$ cat config.mk
export PLATFORM = sky130hd
export DESIGN_NAME = ahs_homing_seq
export DESIGN_NICKNAME = d
export VERILOG_FILES = /design/src/hw/ahs_pkg.sv /design/src/hw/ahs_homing_seq.sv
export SDC_FILE = /design/constraint.sdc
export NUM_CORES = 2
export LEC_CHECK = 0
export BUFFER_PORTS_ARGS = -buffer_cell sky130_fd_sc_hd__clkbuf_2
export CAP_MARGIN = 0
export CORE_MARGIN = 10
export CORE_UTILIZATION = 50
export CTS_CLUSTER_SIZE = 16
export DETAILED_ROUTE_END_ITERATION = 12
export PLACE_DENSITY = 0.67
export SKIP_CTS_REPAIR_TIMING = 1
export SYNTH_ARGS = -nofsm -noshare
export SYNTH_HDL_FRONTEND = slang
export SYNTH_SLANG_ARGS = --single-unit
export TNS_END_PERCENT = 50
$ cat constraint.sdc
create_clock -name ref_clk -period 38.7 [get_ports ref_clk]
set_input_delay 0 -clock ref_clk [delete_from_list [all_inputs] [get_ports ref_clk]]
set_output_delay 0 -clock ref_clk [all_outputs]
set_load 0.03 [all_outputs]
$ cat src/hw/ahs_pkg.sv
package ahs_pkg;

   // ==========================================================
   // Sizes
   localparam int NAXIS = 4;
   localparam int AW = 8;
   localparam int OVR_W = 7;

   // ==========================================================
   // Register byte offsets
   localparam logic [AW-1:0] REG_CTRL = 8'h00;
   localparam logic [AW-1:0] REG_AXCFG = 8'h04;
   localparam logic [AW-1:0] REG_VREF = 8'h08;
   localparam logic [AW-1:0] REG_VCREEP = 8'h0C;
   localparam logic [AW-1:0] REG_VAPPR = 8'h10;
   localparam logic [AW-1:0] REG_OFFSET = 8'h14;
   localparam logic [AW-1:0] REG_COORD = 8'h18;
   localparam logic [AW-1:0] REG_MAXCAM = 8'h1C;
   localparam logic [AW-1:0] REG_MAXMARK = 8'h20;
   localparam logic [AW-1:0] REG_STATUS = 8'h24;
   localparam logic [AW-1:0] REG_POS0 = 8'h40;
   localparam logic [AW-1:0] POS_STRIDE = 8'h04;

   // ==========================================================
   // Field layout
   localparam int CTRL_ALLOW_BIT = 0;
   localparam int AXCFG_W = 4;

   // Per-axis configuration nibble, axis a at bits [4a+3:4a]
   typedef struct packed {
      logic marker_behind;
      logic dir_minus;
      logic with_cam;
      logic need_ref;
   } ahs_axcfg_t;

   typedef struct packed {
      logic [31:0] ctrl;
      logic [31:0] axcfg;
      logic [31:0] vref;
      logic [31:0] vcreep;
      logic [31:0] vappr;
      logic [31:0] offs;
      logic [31:0] coord;
      logic [31:0] maxcam;
      logic [31:0] maxmark;
   } ahs_cfg_t;

   // ==========================================================
   // Reset values
   localparam ahs_cfg_t CFG_RST = '{
      ctrl: 32'h0000_0000,
      axcfg: 32'h0000_3333,
      vref: 32'h0000_1388,
      vcreep: 32'h0000_012C,
      vappr: 32'h0000_03E8,
      offs: 32'hFFFF_FFFE,
      coord: 32'h0000_0000,
      maxcam: 32'h0000_2710,
      maxmark: 32'h0000_0014
   };

   // ==========================================================
   // Host-side pins, all asynchronous to ref_clk
   typedef struct packed {
      logic mode_home;
      logic nc_reset;
      logic nc_start;
      logic feed_hold;
      logic [OVR_W-1:0] override_pct;
      logic [NAXIS-1:0] key_plus;
      logic [NAXIS-1:0] key_minus;
      logic [NAXIS-1:0] reference_cam;
      logic [NAXIS-1:0] zero_pulse;
   } ahs_pins_t;

   localparam logic [OVR_W-1:0] OVR_ZERO = 7'h00;

   typedef enum logic [6:0] {
      ST_IDLE = 7'h01,
      ST_TO_CAM = 7'h02,
      ST_LEAVE = 7'h04,
      ST_SYNC = 7'h08,
      ST_TO_REF = 7'h10,
      ST_DONE = 7'h20,
      ST_ERR = 7'h40
   } ahs_state_t;

endpackage

$ cat src/hw/ahs_homing_seq.sv
// Behaviour
// Per-axis flag: homing required, default yes
// Program start blocked until required axes referenced
// Reset aborts homing, leaves unreferenced, flags error
// Per-axis referenced status output
// Overwrite position with known value at point
// Per-axis select cam or no cam homing
// With cam: cam, zero pulse, reference point
// Host routes cam input onto cam signal
// Without cam: zero pulse then reference point
// Direction setting; start only on matching key
// Before cam: fast; on cam: creep reverse
// Never start beyond the cam
// Marker side setting steers synchronisation search
// After pulse travel offset to reference point
// Load reference coordinate at reference point
// Error when cam search distance exceeded
// Error when marker search distance exceeded
// Marker search distance below marker spacing
// Cam long enough to stop on
// Referencing velocity to cam, creep to pulse
// Approach velocity from sync to reference point
// Marker search ignores override; zero cancels
// Referenced cleared at reset, set at end
`timescale 1ns/1ps
module ahs_homing_seq
   import ahs_pkg::*;
(
   input wire logic ref_clk,
   input wire logic arst_n,
   input wire logic psel,
   input wire logic penable,
   input wire logic pwrite,
   input wire logic [AW-1:0] paddr,
   input wire logic [31:0] pwdata,
   output logic [31:0] prdata,
   output logic pready,
   output logic pslverr,
   input wire ahs_pins_t host_pins,
   input wire logic [NAXIS-1:0] enc_up,
   input wire logic [NAXIS-1:0] enc_dn,
   output logic [NAXIS-1:0][31:0] vel_cmd,
   output logic [NAXIS-1:0] referenced,
   output logic [NAXIS-1:0] homing_err,
   output logic prog_start_ok,
   output logic prog_start_grant,
   output logic prog_start_refused
);

   // ==========================================================
   // Reset release and pin synchronisers
   logic [1:0] rst_sr_q;
   logic rst_n;
   ahs_pins_t pin_s1_q, pin_s2_q;
   always_ff @(posedge ref_clk or negedge arst_n) begin
      if (!arst_n) begin
         rst_sr_q <= 2'h0;
      end else begin
         rst_sr_q <= {rst_sr_q[0], 1'b1};
      end
   end
   assign rst_n = rst_sr_q[1];
   always_ff @(posedge ref_clk or negedge rst_n) begin
      if (!rst_n) begin
         pin_s1_q <= '0;
         pin_s2_q <= '0;
      end else begin
         pin_s1_q <= host_pins;
         pin_s2_q <= pin_s1_q;
      end
   end
   // ==========================================================
   // APB register file
   ahs_cfg_t cfg_q, cfg_d;
   logic [31:0] rdata_q, rdata_d;
   logic err_q, err_d;
   logic [NAXIS-1:0][31:0] pos_w;
   logic [NAXIS-1:0] busy_w;
   logic [31:0] status_w;
   logic wr_en;
   assign wr_en = psel && penable && pwrite && !err_q;
   assign status_w = 32'({prog_start_ok, busy_w, homing_err, referenced});
   always_comb begin
      cfg_d = cfg_q;
      rdata_d = rdata_q;
      err_d = err_q;
      if (wr_en) begin
         case (paddr)
            REG_CTRL: cfg_d.ctrl = pwdata;
            REG_AXCFG: cfg_d.axcfg = pwdata;
            REG_VREF: cfg_d.vref = pwdata;
            REG_VCREEP: cfg_d.vcreep = pwdata;
            REG_VAPPR: cfg_d.vappr = pwdata;
            REG_OFFSET: cfg_d.offs = pwdata;
            REG_COORD: cfg_d.coord = pwdata;
            REG_MAXCAM: cfg_d.maxcam = pwdata;
            REG_MAXMARK: cfg_d.maxmark = pwdata;
            default: cfg_d = cfg_q;
         endcase
      end
      // Decode in the setup cycle so the answer comes from flops
      if (psel && !penable) begin
         err_d = 1'b0;
         rdata_d = 32'h0000_0000;
         case (paddr)
            REG_CTRL: rdata_d = cfg_q.ctrl;
            REG_AXCFG: rdata_d = cfg_q.axcfg;
            REG_VREF: rdata_d = cfg_q.vref;
            REG_VCREEP: rdata_d = cfg_q.vcreep;
            REG_VAPPR: rdata_d = cfg_q.vappr;
            REG_OFFSET: rdata_d = cfg_q.offs;
            REG_COORD: rdata_d = cfg_q.coord;
            REG_MAXCAM: rdata_d = cfg_q.maxcam;
            REG_MAXMARK: rdata_d = cfg_q.maxmark;
            REG_STATUS: rdata_d = status_w;
            default: err_d = 1'b1;
         endcase
         for (int i = 0; i < NAXIS; i++) begin
            if (paddr == REG_POS0 + AW'(i) * POS_STRIDE) begin
               rdata_d = pos_w[i];
               err_d = 1'b0;
            end
         end
         if (pwrite && (paddr == REG_STATUS || paddr >= REG_POS0)) begin
            err_d = 1'b1;
         end
         if (err_d) begin
            rdata_d = 32'h0000_0000;
         end
      end
   end
   always_ff @(posedge ref_clk or negedge rst_n) begin
      if (!rst_n) begin
         cfg_q <= CFG_RST;
         rdata_q <= 32'h0000_0000;
         err_q <= 1'b0;
      end else begin
         cfg_q <= cfg_d;
         rdata_q <= rdata_d;
         err_q <= err_d;
      end
   end
   assign pready = 1'b1;
   assign prdata = rdata_q;
   assign pslverr = psel && penable && err_q;
   // ==========================================================
   // Program start gate
   logic nc_start_q, grant_q, grant_d, refuse_q, refuse_d;
   logic start_edge;
   // Axes not flagged as needing homing never block the start
   always_comb begin
      prog_start_ok = cfg_q.ctrl[CTRL_ALLOW_BIT];
      if (!prog_start_ok) begin
         prog_start_ok = 1'b1;
         for (int i = 0; i < NAXIS; i++) begin
            if (cfg_q.axcfg[i*AXCFG_W] && !referenced[i]) begin
               prog_start_ok = 1'b0;
            end
         end
      end
   end

   assign start_edge = pin_s2_q.nc_start && !nc_start_q;
   always_comb begin
      grant_d = start_edge && prog_start_ok;
      refuse_d = start_edge && !prog_start_ok;
   end
   always_ff @(posedge ref_clk or negedge rst_n) begin
      if (!rst_n) begin
         nc_start_q <= 1'b0;
         grant_q <= 1'b0;
         refuse_q <= 1'b0;
      end else begin
         nc_start_q <= pin_s2_q.nc_start;
         grant_q <= grant_d;
         refuse_q <= refuse_d;
      end
   end
   assign prog_start_grant = grant_q;
   assign prog_start_refused = refuse_q;

   // ==========================================================
   // Per-axis homing sequencer
   for (genvar a = 0; a < NAXIS; a++) begin : g_ax
      ahs_state_t st_q, st_d;
      ahs_axcfg_t c;
      logic signed [31:0] pos_q, pos_d, vel_q, vel_d, tgt_q, tgt_d, diff;
      logic [31:0] dist_q, dist_d, mag;
      logic ref_q, ref_d, err_q, err_d, rev_q, rev_d;
      logic key_q, zero_q, key_now, cam, zero_edge, ovr_zero, hold, active;
      assign c = cfg_q.axcfg[a*AXCFG_W +: AXCFG_W];
      assign key_now = c.dir_minus ? pin_s2_q.key_minus[a] : pin_s2_q.key_plus[a];
      assign cam = pin_s2_q.reference_cam[a];
      assign zero_edge = pin_s2_q.zero_pulse[a] && !zero_q;
      assign ovr_zero = pin_s2_q.override_pct == OVR_ZERO;
      assign hold = ovr_zero || pin_s2_q.feed_hold;
      assign active = !(st_q inside {ST_IDLE, ST_DONE, ST_ERR});
      assign diff = tgt_q - pos_q;
      always_comb begin
         st_d = st_q;
         pos_d = pos_q;
         tgt_d = tgt_q;
         dist_d = dist_q;
         ref_d = ref_q;
         err_d = err_q;
         rev_d = rev_q;
         mag = 32'h0000_0000;
         if (enc_up[a]) begin
            pos_d = pos_q + 32'sd1;
         end else if (enc_dn[a]) begin
            pos_d = pos_q - 32'sd1;
         end
         if (enc_up[a] != enc_dn[a]) begin
            dist_d = dist_q + 32'h0000_0001;
         end
         case (st_q)
            ST_IDLE, ST_DONE, ST_ERR: begin
               // Caller must not start beyond the cam
               if (pin_s2_q.mode_home && key_now && !key_q) begin
                  ref_d = 1'b0;
                  err_d = 1'b0;
                  dist_d = 32'h0000_0000;
                  rev_d = 1'b0;
                  if (!c.with_cam) begin
                     st_d = ST_SYNC;
                  end else if (cam) begin
                     st_d = ST_LEAVE;
                     rev_d = 1'b1;
                  end else begin
                     st_d = ST_TO_CAM;
                  end
               end
            end
            ST_TO_CAM: begin
               mag = hold ? 32'h0000_0000 : cfg_q.vref;
               if (dist_q > cfg_q.maxcam) begin
                  st_d = ST_ERR;
                  err_d = 1'b1;
               end else if (cam) begin
                  dist_d = 32'h0000_0000;
                  if (c.marker_behind) begin
                     st_d = ST_SYNC;
                  end else begin
                     st_d = ST_LEAVE;
                     rev_d = 1'b1;
                  end
               end
            end
            ST_LEAVE: begin
               mag = hold ? 32'h0000_0000 : cfg_q.vcreep;
               if (!cam) begin
                  dist_d = 32'h0000_0000;
                  if (c.marker_behind) begin
                     st_d = ST_TO_CAM;
                     rev_d = 1'b0;
                  end else begin
                     st_d = ST_SYNC;
                  end
               end
            end
            ST_SYNC: begin
               // Override is ignored here, only zero or hold cancels
               mag = cfg_q.vcreep;
               if (hold || dist_q > cfg_q.maxmark) begin
                  st_d = ST_ERR;
                  err_d = 1'b1;
               end else if (zero_edge) begin
                  st_d = ST_TO_REF;
                  tgt_d = c.dir_minus ? pos_q - cfg_q.offs : pos_q + cfg_q.offs;
               end
            end
            ST_TO_REF: begin
               if (diff == 32'sd0) begin
                  st_d = ST_DONE;
                  pos_d = cfg_q.coord;
                  ref_d = 1'b1;
               end else begin
                  mag = hold ? 32'h0000_0000 : cfg_q.vappr;
               end
            end
            default: begin
               st_d = ST_IDLE;
            end
         endcase
         if (pin_s2_q.nc_reset && active) begin
            st_d = ST_ERR;
            err_d = 1'b1;
            ref_d = 1'b0;
            mag = 32'h0000_0000;
         end
         // Sign: toward the target in ST_TO_REF, else defined direction, reversed when leaving the cam
         if (st_q == ST_TO_REF) begin
            vel_d = diff < 32'sd0 ? -$signed(mag) : $signed(mag);
         end else begin
            vel_d = (c.dir_minus ^ rev_q) ? -$signed(mag) : $signed(mag);
         end
         if (st_d != st_q && (st_d == ST_ERR || st_d == ST_DONE)) begin
            vel_d = 32'sd0;
         end
      end

      always_ff @(posedge ref_clk or negedge rst_n) begin
         if (!rst_n) begin
            st_q <= ST_IDLE;
            pos_q <= 32'sd0;
            tgt_q <= 32'sd0;
            vel_q <= 32'sd0;
            dist_q <= 32'h0000_0000;
            ref_q <= 1'b0;
            err_q <= 1'b0;
            rev_q <= 1'b0;
            key_q <= 1'b0;
            zero_q <= 1'b0;
         end else begin
            st_q <= st_d;
            pos_q <= pos_d;
            tgt_q <= tgt_d;
            vel_q <= vel_d;
            dist_q <= dist_d;
            ref_q <= ref_d;
            err_q <= err_d;
            rev_q <= rev_d;
            key_q <= key_now;
            zero_q <= pin_s2_q.zero_pulse[a];
         end
      end

      assign vel_cmd[a] = vel_q;
      assign referenced[a] = ref_q;
      assign homing_err[a] = err_q;
      assign pos_w[a] = pos_q;
      assign busy_w[a] = active;
   end

endmodule

Word level (Yosys, flattened, before mapping)
Index checks and enable logic that the tools add are counted.
{ "classes": {"n_addsub": 28, "n_mul": 0, "n_div": 0, "magnitude_cmp": 13, "eq_ne": 97, "shifts": 0, "muxes": 217, "bitwise_logic": 8, "n_reduce_logical": 115} }
{ "ops": {"columns": ["cell", "n"], "rows": [
  ["$mux W32", 72],
  ["$pmux W32 S4", 4],
  ["$pmux W32 S3", 4],
  ["$pmux W32 S10", 1],
  ["$gt A32 B32 Y1", 8],
  ["$sub A32 B32 Y32", 8],
  ["$mux W7", 32],
  ["$pmux W7 S5", 4],
  ["$add A32 B1 Y32 const B", 4],
  ["$add A32 B2 Y32 const B", 4],
  ["$add A32 B32 Y32", 4],
  ["$logic_not A32 Y1", 4],
  ["$lt A32 B1 Y1 const B", 4],
  ["$neg A32 Y32", 4],
  ["$sub A32 B2 Y32 const B", 4],
  ["$mux W1", 72],
  ["$eq A7 B6 Y1 const B", 8],
  ["$eq A7 B7 Y1 const B", 8],
  ["$mux W4", 12],
  ["$ne A2 B2 Y1 const B", 24],
  ["$ne A3 B3 Y1 const B", 16],
  ["$reduce_bool A3 Y1", 12],
  ["$logic_and A1 B1 Y1", 33],
  ["$eq A8 B5 Y1 const B", 4],
  ["28 further kinds", 128]
]} }
{ "word_totals": {"ff_bits": 940, "latchBits": 0, "ramBits": 0, "romBits": 0, "input_bits": 80, "word_cells": 551, "n_memories": 0} }

Depth between registers and ports, before layout
{ "logic_depth": {"depth_word": 13, "depth_mapped": 27, "depth_no_buf": 24} }

Least setup slack after synthesis
OpenSTA, ideal clock, no wires.
{ "synth_path": {"path_kind": "register to register", "from": "register g_ax[3].pos_q[4]", "to": "register g_ax[3].vel_q[28]", "t_arrival_ps": 5403, "t_required_ps": 38572, "slack_ps": 33170, "stages_incl_launch_ff": 27, "period_less_slack_ps": 5530, "path_cell_list": "dfrtp_1 clkbuf_1 inv_1 ha_1 o21a_1 nor2_1 a21oi_1 o21a_1 o31ai_4 nor4b_1 nor3b_1 a2111oi_0 nand4_1 nor3_4 nor2_2 buf_2 buf_1 and3_1 o21ai_0 ha_1 nand2_1 nor2_1 o41a_2 and4bb_4 and4_1 a21oi_1 mux2_1"} }
{ "synth_via": {"elab_chain_len": 9} }
{ "synth_lines": {"columns": ["item", "line_no", "source"], "rows": [
  ["start: declaration", "ahs_homing_seq.sv:187", "logic signed [31:0] pos_q, pos_d, vel_q, vel_d, tgt_q, tgt_d, diff;"],
  ["start signal: assignment", "ahs_homing_seq.sv:316", "pos_q <= pos_d;"],
  ["$sub A32 B32 Y32 *", "ahs_homing_seq.sv:198", "assign diff = tgt_q - pos_q;"],
  ["$logic_not A32 Y1", "ahs_homing_seq.sv:273", "if (diff == 32'sd0) begin"],
  ["$mux W32 or $mux W7 (tied branches)", "ahs_homing_seq.sv:273", null],
  ["$pmux W32 S4 or $pmux W7 S5 (tied branches)", "ahs_homing_seq.sv:216", "case (st_q)"],
  ["$mux W32 or $mux W7 (tied branches)", "ahs_homing_seq.sv:285", "if (pin_s2_q.nc_reset && active) begin"],
  ["$neg A32 Y32 (tied with other cells)", "ahs_homing_seq.sv:293, ahs_homing_seq.sv:295", null],
  ["$mux W32 (tied with other cells)", "ahs_homing_seq.sv:295", "vel_d = (c.dir_minus ^ rev_q) ? -$signed(mag) : $signed(mag);"],
  ["$mux W32 or $logic_and A1 B1 Y1 (tied branches)", "ahs_homing_seq.sv:292, ahs_homing_seq.sv:297", null],
  ["$mux W32 *", "ahs_homing_seq.sv:297", "if (st_d != st_q && (st_d == ST_ERR || st_d == ST_DONE)) begin"],
  ["net g_ax[3].vel_d[28]", "ahs_homing_seq.sv:187", null],
  ["end signal: assignment", "ahs_homing_seq.sv:318", "vel_q <= vel_d;"],
  ["end: declaration", "ahs_homing_seq.sv:187", null]
]} }
Mark *: on every way through the listed nets, which the timed path passes. The rest lies on a longest branch.
A chain may end at the register's enable or synchronous reset.

Worst setup path after layout
{ "layout_path": {"from": "register g_ax[3].pos_q[12]", "to": "register g_ax[3].vel_q[28]"} }
Same word-level chain as after synthesis.

==> results.json <==
{
  "status": "complete, but fails checks",
  "violations": "negative hold slack",
  "ys_seq_area_share_pct": 33.6,
  "cts_buffers": 107,
  "totalPowerFinal_mw": 3.70,
  "dieArea_um2": 156000,
  "cp.arrival_ns": 7.84,
  "yosysWarnings": 0,
  "synth_cells": 8049,
  "slew_headroom_pct": 15.4,
  "ff2ff_path_depth": 23,
  "finalHoldViolCount": 2,
  "synth_ff_type": "dfrtp_1",
  "path_clk_slew_ns": 0.06,
  "clock-skew-final_ns": 0.0520,
  "power.density_nw_per_um2": 47.5,
  "ys_ff_latch": 940,
  "synth_common_cells": "875 x dfrtp_1, 865 x nor2_1, 648 x nand2_1, 521 x ha_1, 493 x o21ai_0",
  "whs_path_depth": 4,
  "p_sw_mw": 1.51,
  "yosys.area.top_type": "dfrtp_1",
  "grt_max_degree": 168,
  "hpwl_mm": 236,
  "io_buffers": 251,
  "worstPathCellList": "inv_1 > ha_1 > a21oi_2 > o21ai_0 > a21boi_0 > o21ai_0 > a221oi_1 > o21ai_0 > xor2_1 > a2111oi_0 > nand4_1 > nor3_4 > nor2_2 > and3_1 > o21ai_0 > ha_1 > nand2_1 > nor2_1 > o41a_2 > and4bb_4 > and4_1 > a21oi_1 > mux2_1",
  "final_max_slew_viol_count": 0,
  "cp.depth": 23,
  "pre_cts_ws_ns": 31.81,
  "p_leak_nw": 35.1,
  "clock_latency_ns": 0.78,
  "drtAntennaViolNets": 0,
  "clock_sinks": 940,
  "highest_layer": "met5",
  "wl_met3_mm": 38.8,
  "grt_pass1_vias": 63400,
  "drt_iter0_markers": 8917,
  "fin_tns_setup_ns": 0,
  "crit_required_ns": 39.34,
  "layout.nets": 8797,
  "path_class": "reg2reg",
  "cts_root_buf": "clkbuf_16",
  "floorplan.initialDensity_pct": 50.4,
  "synth_top_area_share_pct": 31.2,
  "area_growth_pct": 11.1,
  "critical_path.top_delay_family": "simple AND/OR/NAND/NOR gates",
  "rsz0062_at_grt": "false",
  "ff_latch_area_um2": 23600,
  "antenna_found_initial": 36,
  "multi_input_area_um2": 44000,
  "synth_edf_count": 0,
  "finalNonFillerCells": 10200,
  "ir_drop_uv": 46.8,
  "final.min_clock_period_ns": 7.19,
  "start_kind": "flip-flop",
  "placed_cells": 9858,
  "wl_met1_mm": 124,
  "internal_power_mw": 2.20,
  "grt.overflow.total": 0,
  "hold_ws_ns": -0.0618,
  "hold_class": "in2reg",
  "clock.fmax_mhz": 139,
  "dr.pass1.iters": 9,
  "dr_total_vias": 67900,
  "routedWlPerCell_um": 30.3,
  "cpMaxStageDelayCell": "nor3_4",
  "swShare_pct": 40.7,
  "fill_cells": 12800,
  "gp_congestion": 1.10,
  "crit_path_max_incr_delay_ns": 0.68,
  "grt.total_usage_pct": 37.7,
  "drc": 0,
  "die_width_um": 395,
  "critPathMaxFanout": 21,
  "setup_viol": 0,
  "drive_gt1_share_pct": 13.5,
  "clockBufferDepth": 3,
  "drt-total-wl_mm": 308,
  "tightest_slew_ns": 1.27,
  "syn_avg_cell_area_um2": 8.73,
  "core_um2": 140000,
  "critPathCaptureType": "flip-flop",
  "crit_path_frequent_cell": "o21ai_0",
  "ioPinCount": 253,
  "core.rowCount": 137,
  "async_flop_share_pct": 100,
  "die_h_um": 395,
  "p_seq_share_pct": 33.0,
  "htree_levels": 3,
  "synth.distinct_cells": 115,
  "clock_power_share_pct": 29.9,
  "route.met2.wl_mm": 126,
  "synthTopCellsByArea": "dfrtp_1 31%, ha_1 9.3%, mux2_2 6.0%, xnor2_1 5.3%, nor2_1 4.6%",
  "syn_area_um2": 70300,
  "via_per_inst": 6.67,
  "combPwrFrac_pct": 37.1,
  "cap_violations": 0,
  "grt_pass1_wl_mm": 441,
  "synth_most_common_cell": "dfrtp_1",
  "period_share_pct": 18.6,
  "cts_tree": "yes",
  "crit_buf_inv": 1,
  "fin_ws_ns": 31.51
}
cell families after synthesis:
| family | after synthesis | synth area share, % |
|---|---|---|
| xor gates and xnor gates | 651 | 8.13 |
| adders and majority gates | 525 | 9.39 |
| muxes | 413 | 6.56 |
| buffers and inverters | 736 | 4.06 |
| DFF | 940 | 33.6 |
| AOI/OAI and AO/OA | 2134 | 20.2 |
| and+or+nand+nor | 2649 | 18.0 |
| other | 1 | 0.00534 |
power by group through the flow:
stage          sequential, mW  clock (mW)  combinational (mW)
2_1_floorplan            1.17           0               0.953
3_3_place_gp             1.23           0                1.31
3_5_place_dp             1.23           0                1.32
4_1_cts                  1.22        1.12                1.33
5_1_grt                  1.23        1.16                1.49
6_report                 1.22        1.11                1.37
flip-flops by register name (all words and copies together), names as in the netlist, 23 cells and up:
name / flops
g_ax.tgt_q: 128
g_ax.dist_q: 128
pin_s2_q: 23
cfg_q: 288
pin_s1_q: 27
g_ax.pos_q: 128
g_ax.vel_q: 128
g_ax.st_q: 28
prdata: 32
worst paths after layout:
check | from | to | slack, ns
worst max-delay path | g_ax[3].pos_q[12] | g_ax[3].vel_q[28] | 31.51
worst min-delay path | enc_up[2] | g_ax[2].pos_q[1] | -0.06
worst max register to register | g_ax[3].pos_q[12] | g_ax[3].vel_q[28] | 31.51
worst min register to register | pin_s1_q[12] | pin_s2_q[12] | 0.34
max in group asynchronous | rst_sr_q[1] | pin_s2_q[25] | 34.82
min in group asynchronous | arst_n | rst_sr_q[1] | 0.08
layer usage:
layer,up-vias,GRT usage (%)
li1,29600,-
met1,33200,50.0
met2,4090,53.4
met3,922,13.2
met4,36,20.3
met5,-,0
worst reg2reg max path: cells and delay by family (launching register included):
| kind | cells | cell delay [ns] |
|---|---|---|
| simple gates | 8 | 2.69 |
| compound gates | 10 | 2.56 |
| fa+ha+maj | 2 | 0.66 |
| flops | 1 | 0.47 |
| mux | 1 | 0.36 |
| xor+xnor | 1 | 0.19 |
| buf+inv | 1 | 0.12 |
stage by stage:
stage	utilization (%)	hold slack (ns)	cell area (um^2)
detailed placement	52.5	-0.210	73200
global route	55.9	0.00736	78000
CTS	55.2	-1.03	77000
floorplan	-	-0.296	70300
global placement	52.5	-0.213	73200
finish	55.9	-0.0618	78000
final cells by class:
cell class / instances / share of cell area (%)
Timing Repair Buffer: 462 / 4.03
Sequential cell: 940 / 30.2
Tap cell: 1876 / 3.01
Inverter: 307 / 1.48
Multi-Input combinational cell: 6374 / 56.3
Clock buffer: 150 / 3.89
Antenna cell: 17 / 0.0545
Clock inverter: 52 / 0.963
cell usage in the layout (no fill, tap or decap), types with 34 or more instances in the layout:
| cell | instances |
|---|---|
| o21a_1 | 55 |
| and4_1 | 35 |
| and2_1 | 52 |
| or3_1 | 59 |
| inv_1 | 305 |
| a211oi_1 | 76 |
| buf_4 | 106 |
| nand3_1 | 216 |
| xor2_1 | 227 |
| a22o_1 | 62 |
| nor2_1 | 845 |
| nand2_1 | 647 |
| ha_1 | 521 |
| a21o_1 | 194 |
| nor3_1 | 182 |
| dlygate4sd3_1 | 101 |
| a222oi_1 | 34 |
| dfrtp_1 | 874 |
| mux2i_1 | 36 |
| a21oi_1 | 470 |
| o31ai_1 | 45 |
| a221oi_1 | 66 |
| a31oi_1 | 119 |
| nand2b_1 | 64 |
| clkbuf_2 | 251 |
| a22oi_1 | 167 |
| xnor2_1 | 423 |
| mux2_2 | 375 |
| nor4_1 | 70 |
| clkbuf_16 | 107 |
| dfstp_2 | 65 |
| and3_1 | 79 |
| nor2b_1 | 75 |
| nand4_1 | 147 |
| o21ai_0 | 492 |
No activity file was read; power rests on OpenSTA's default activity.
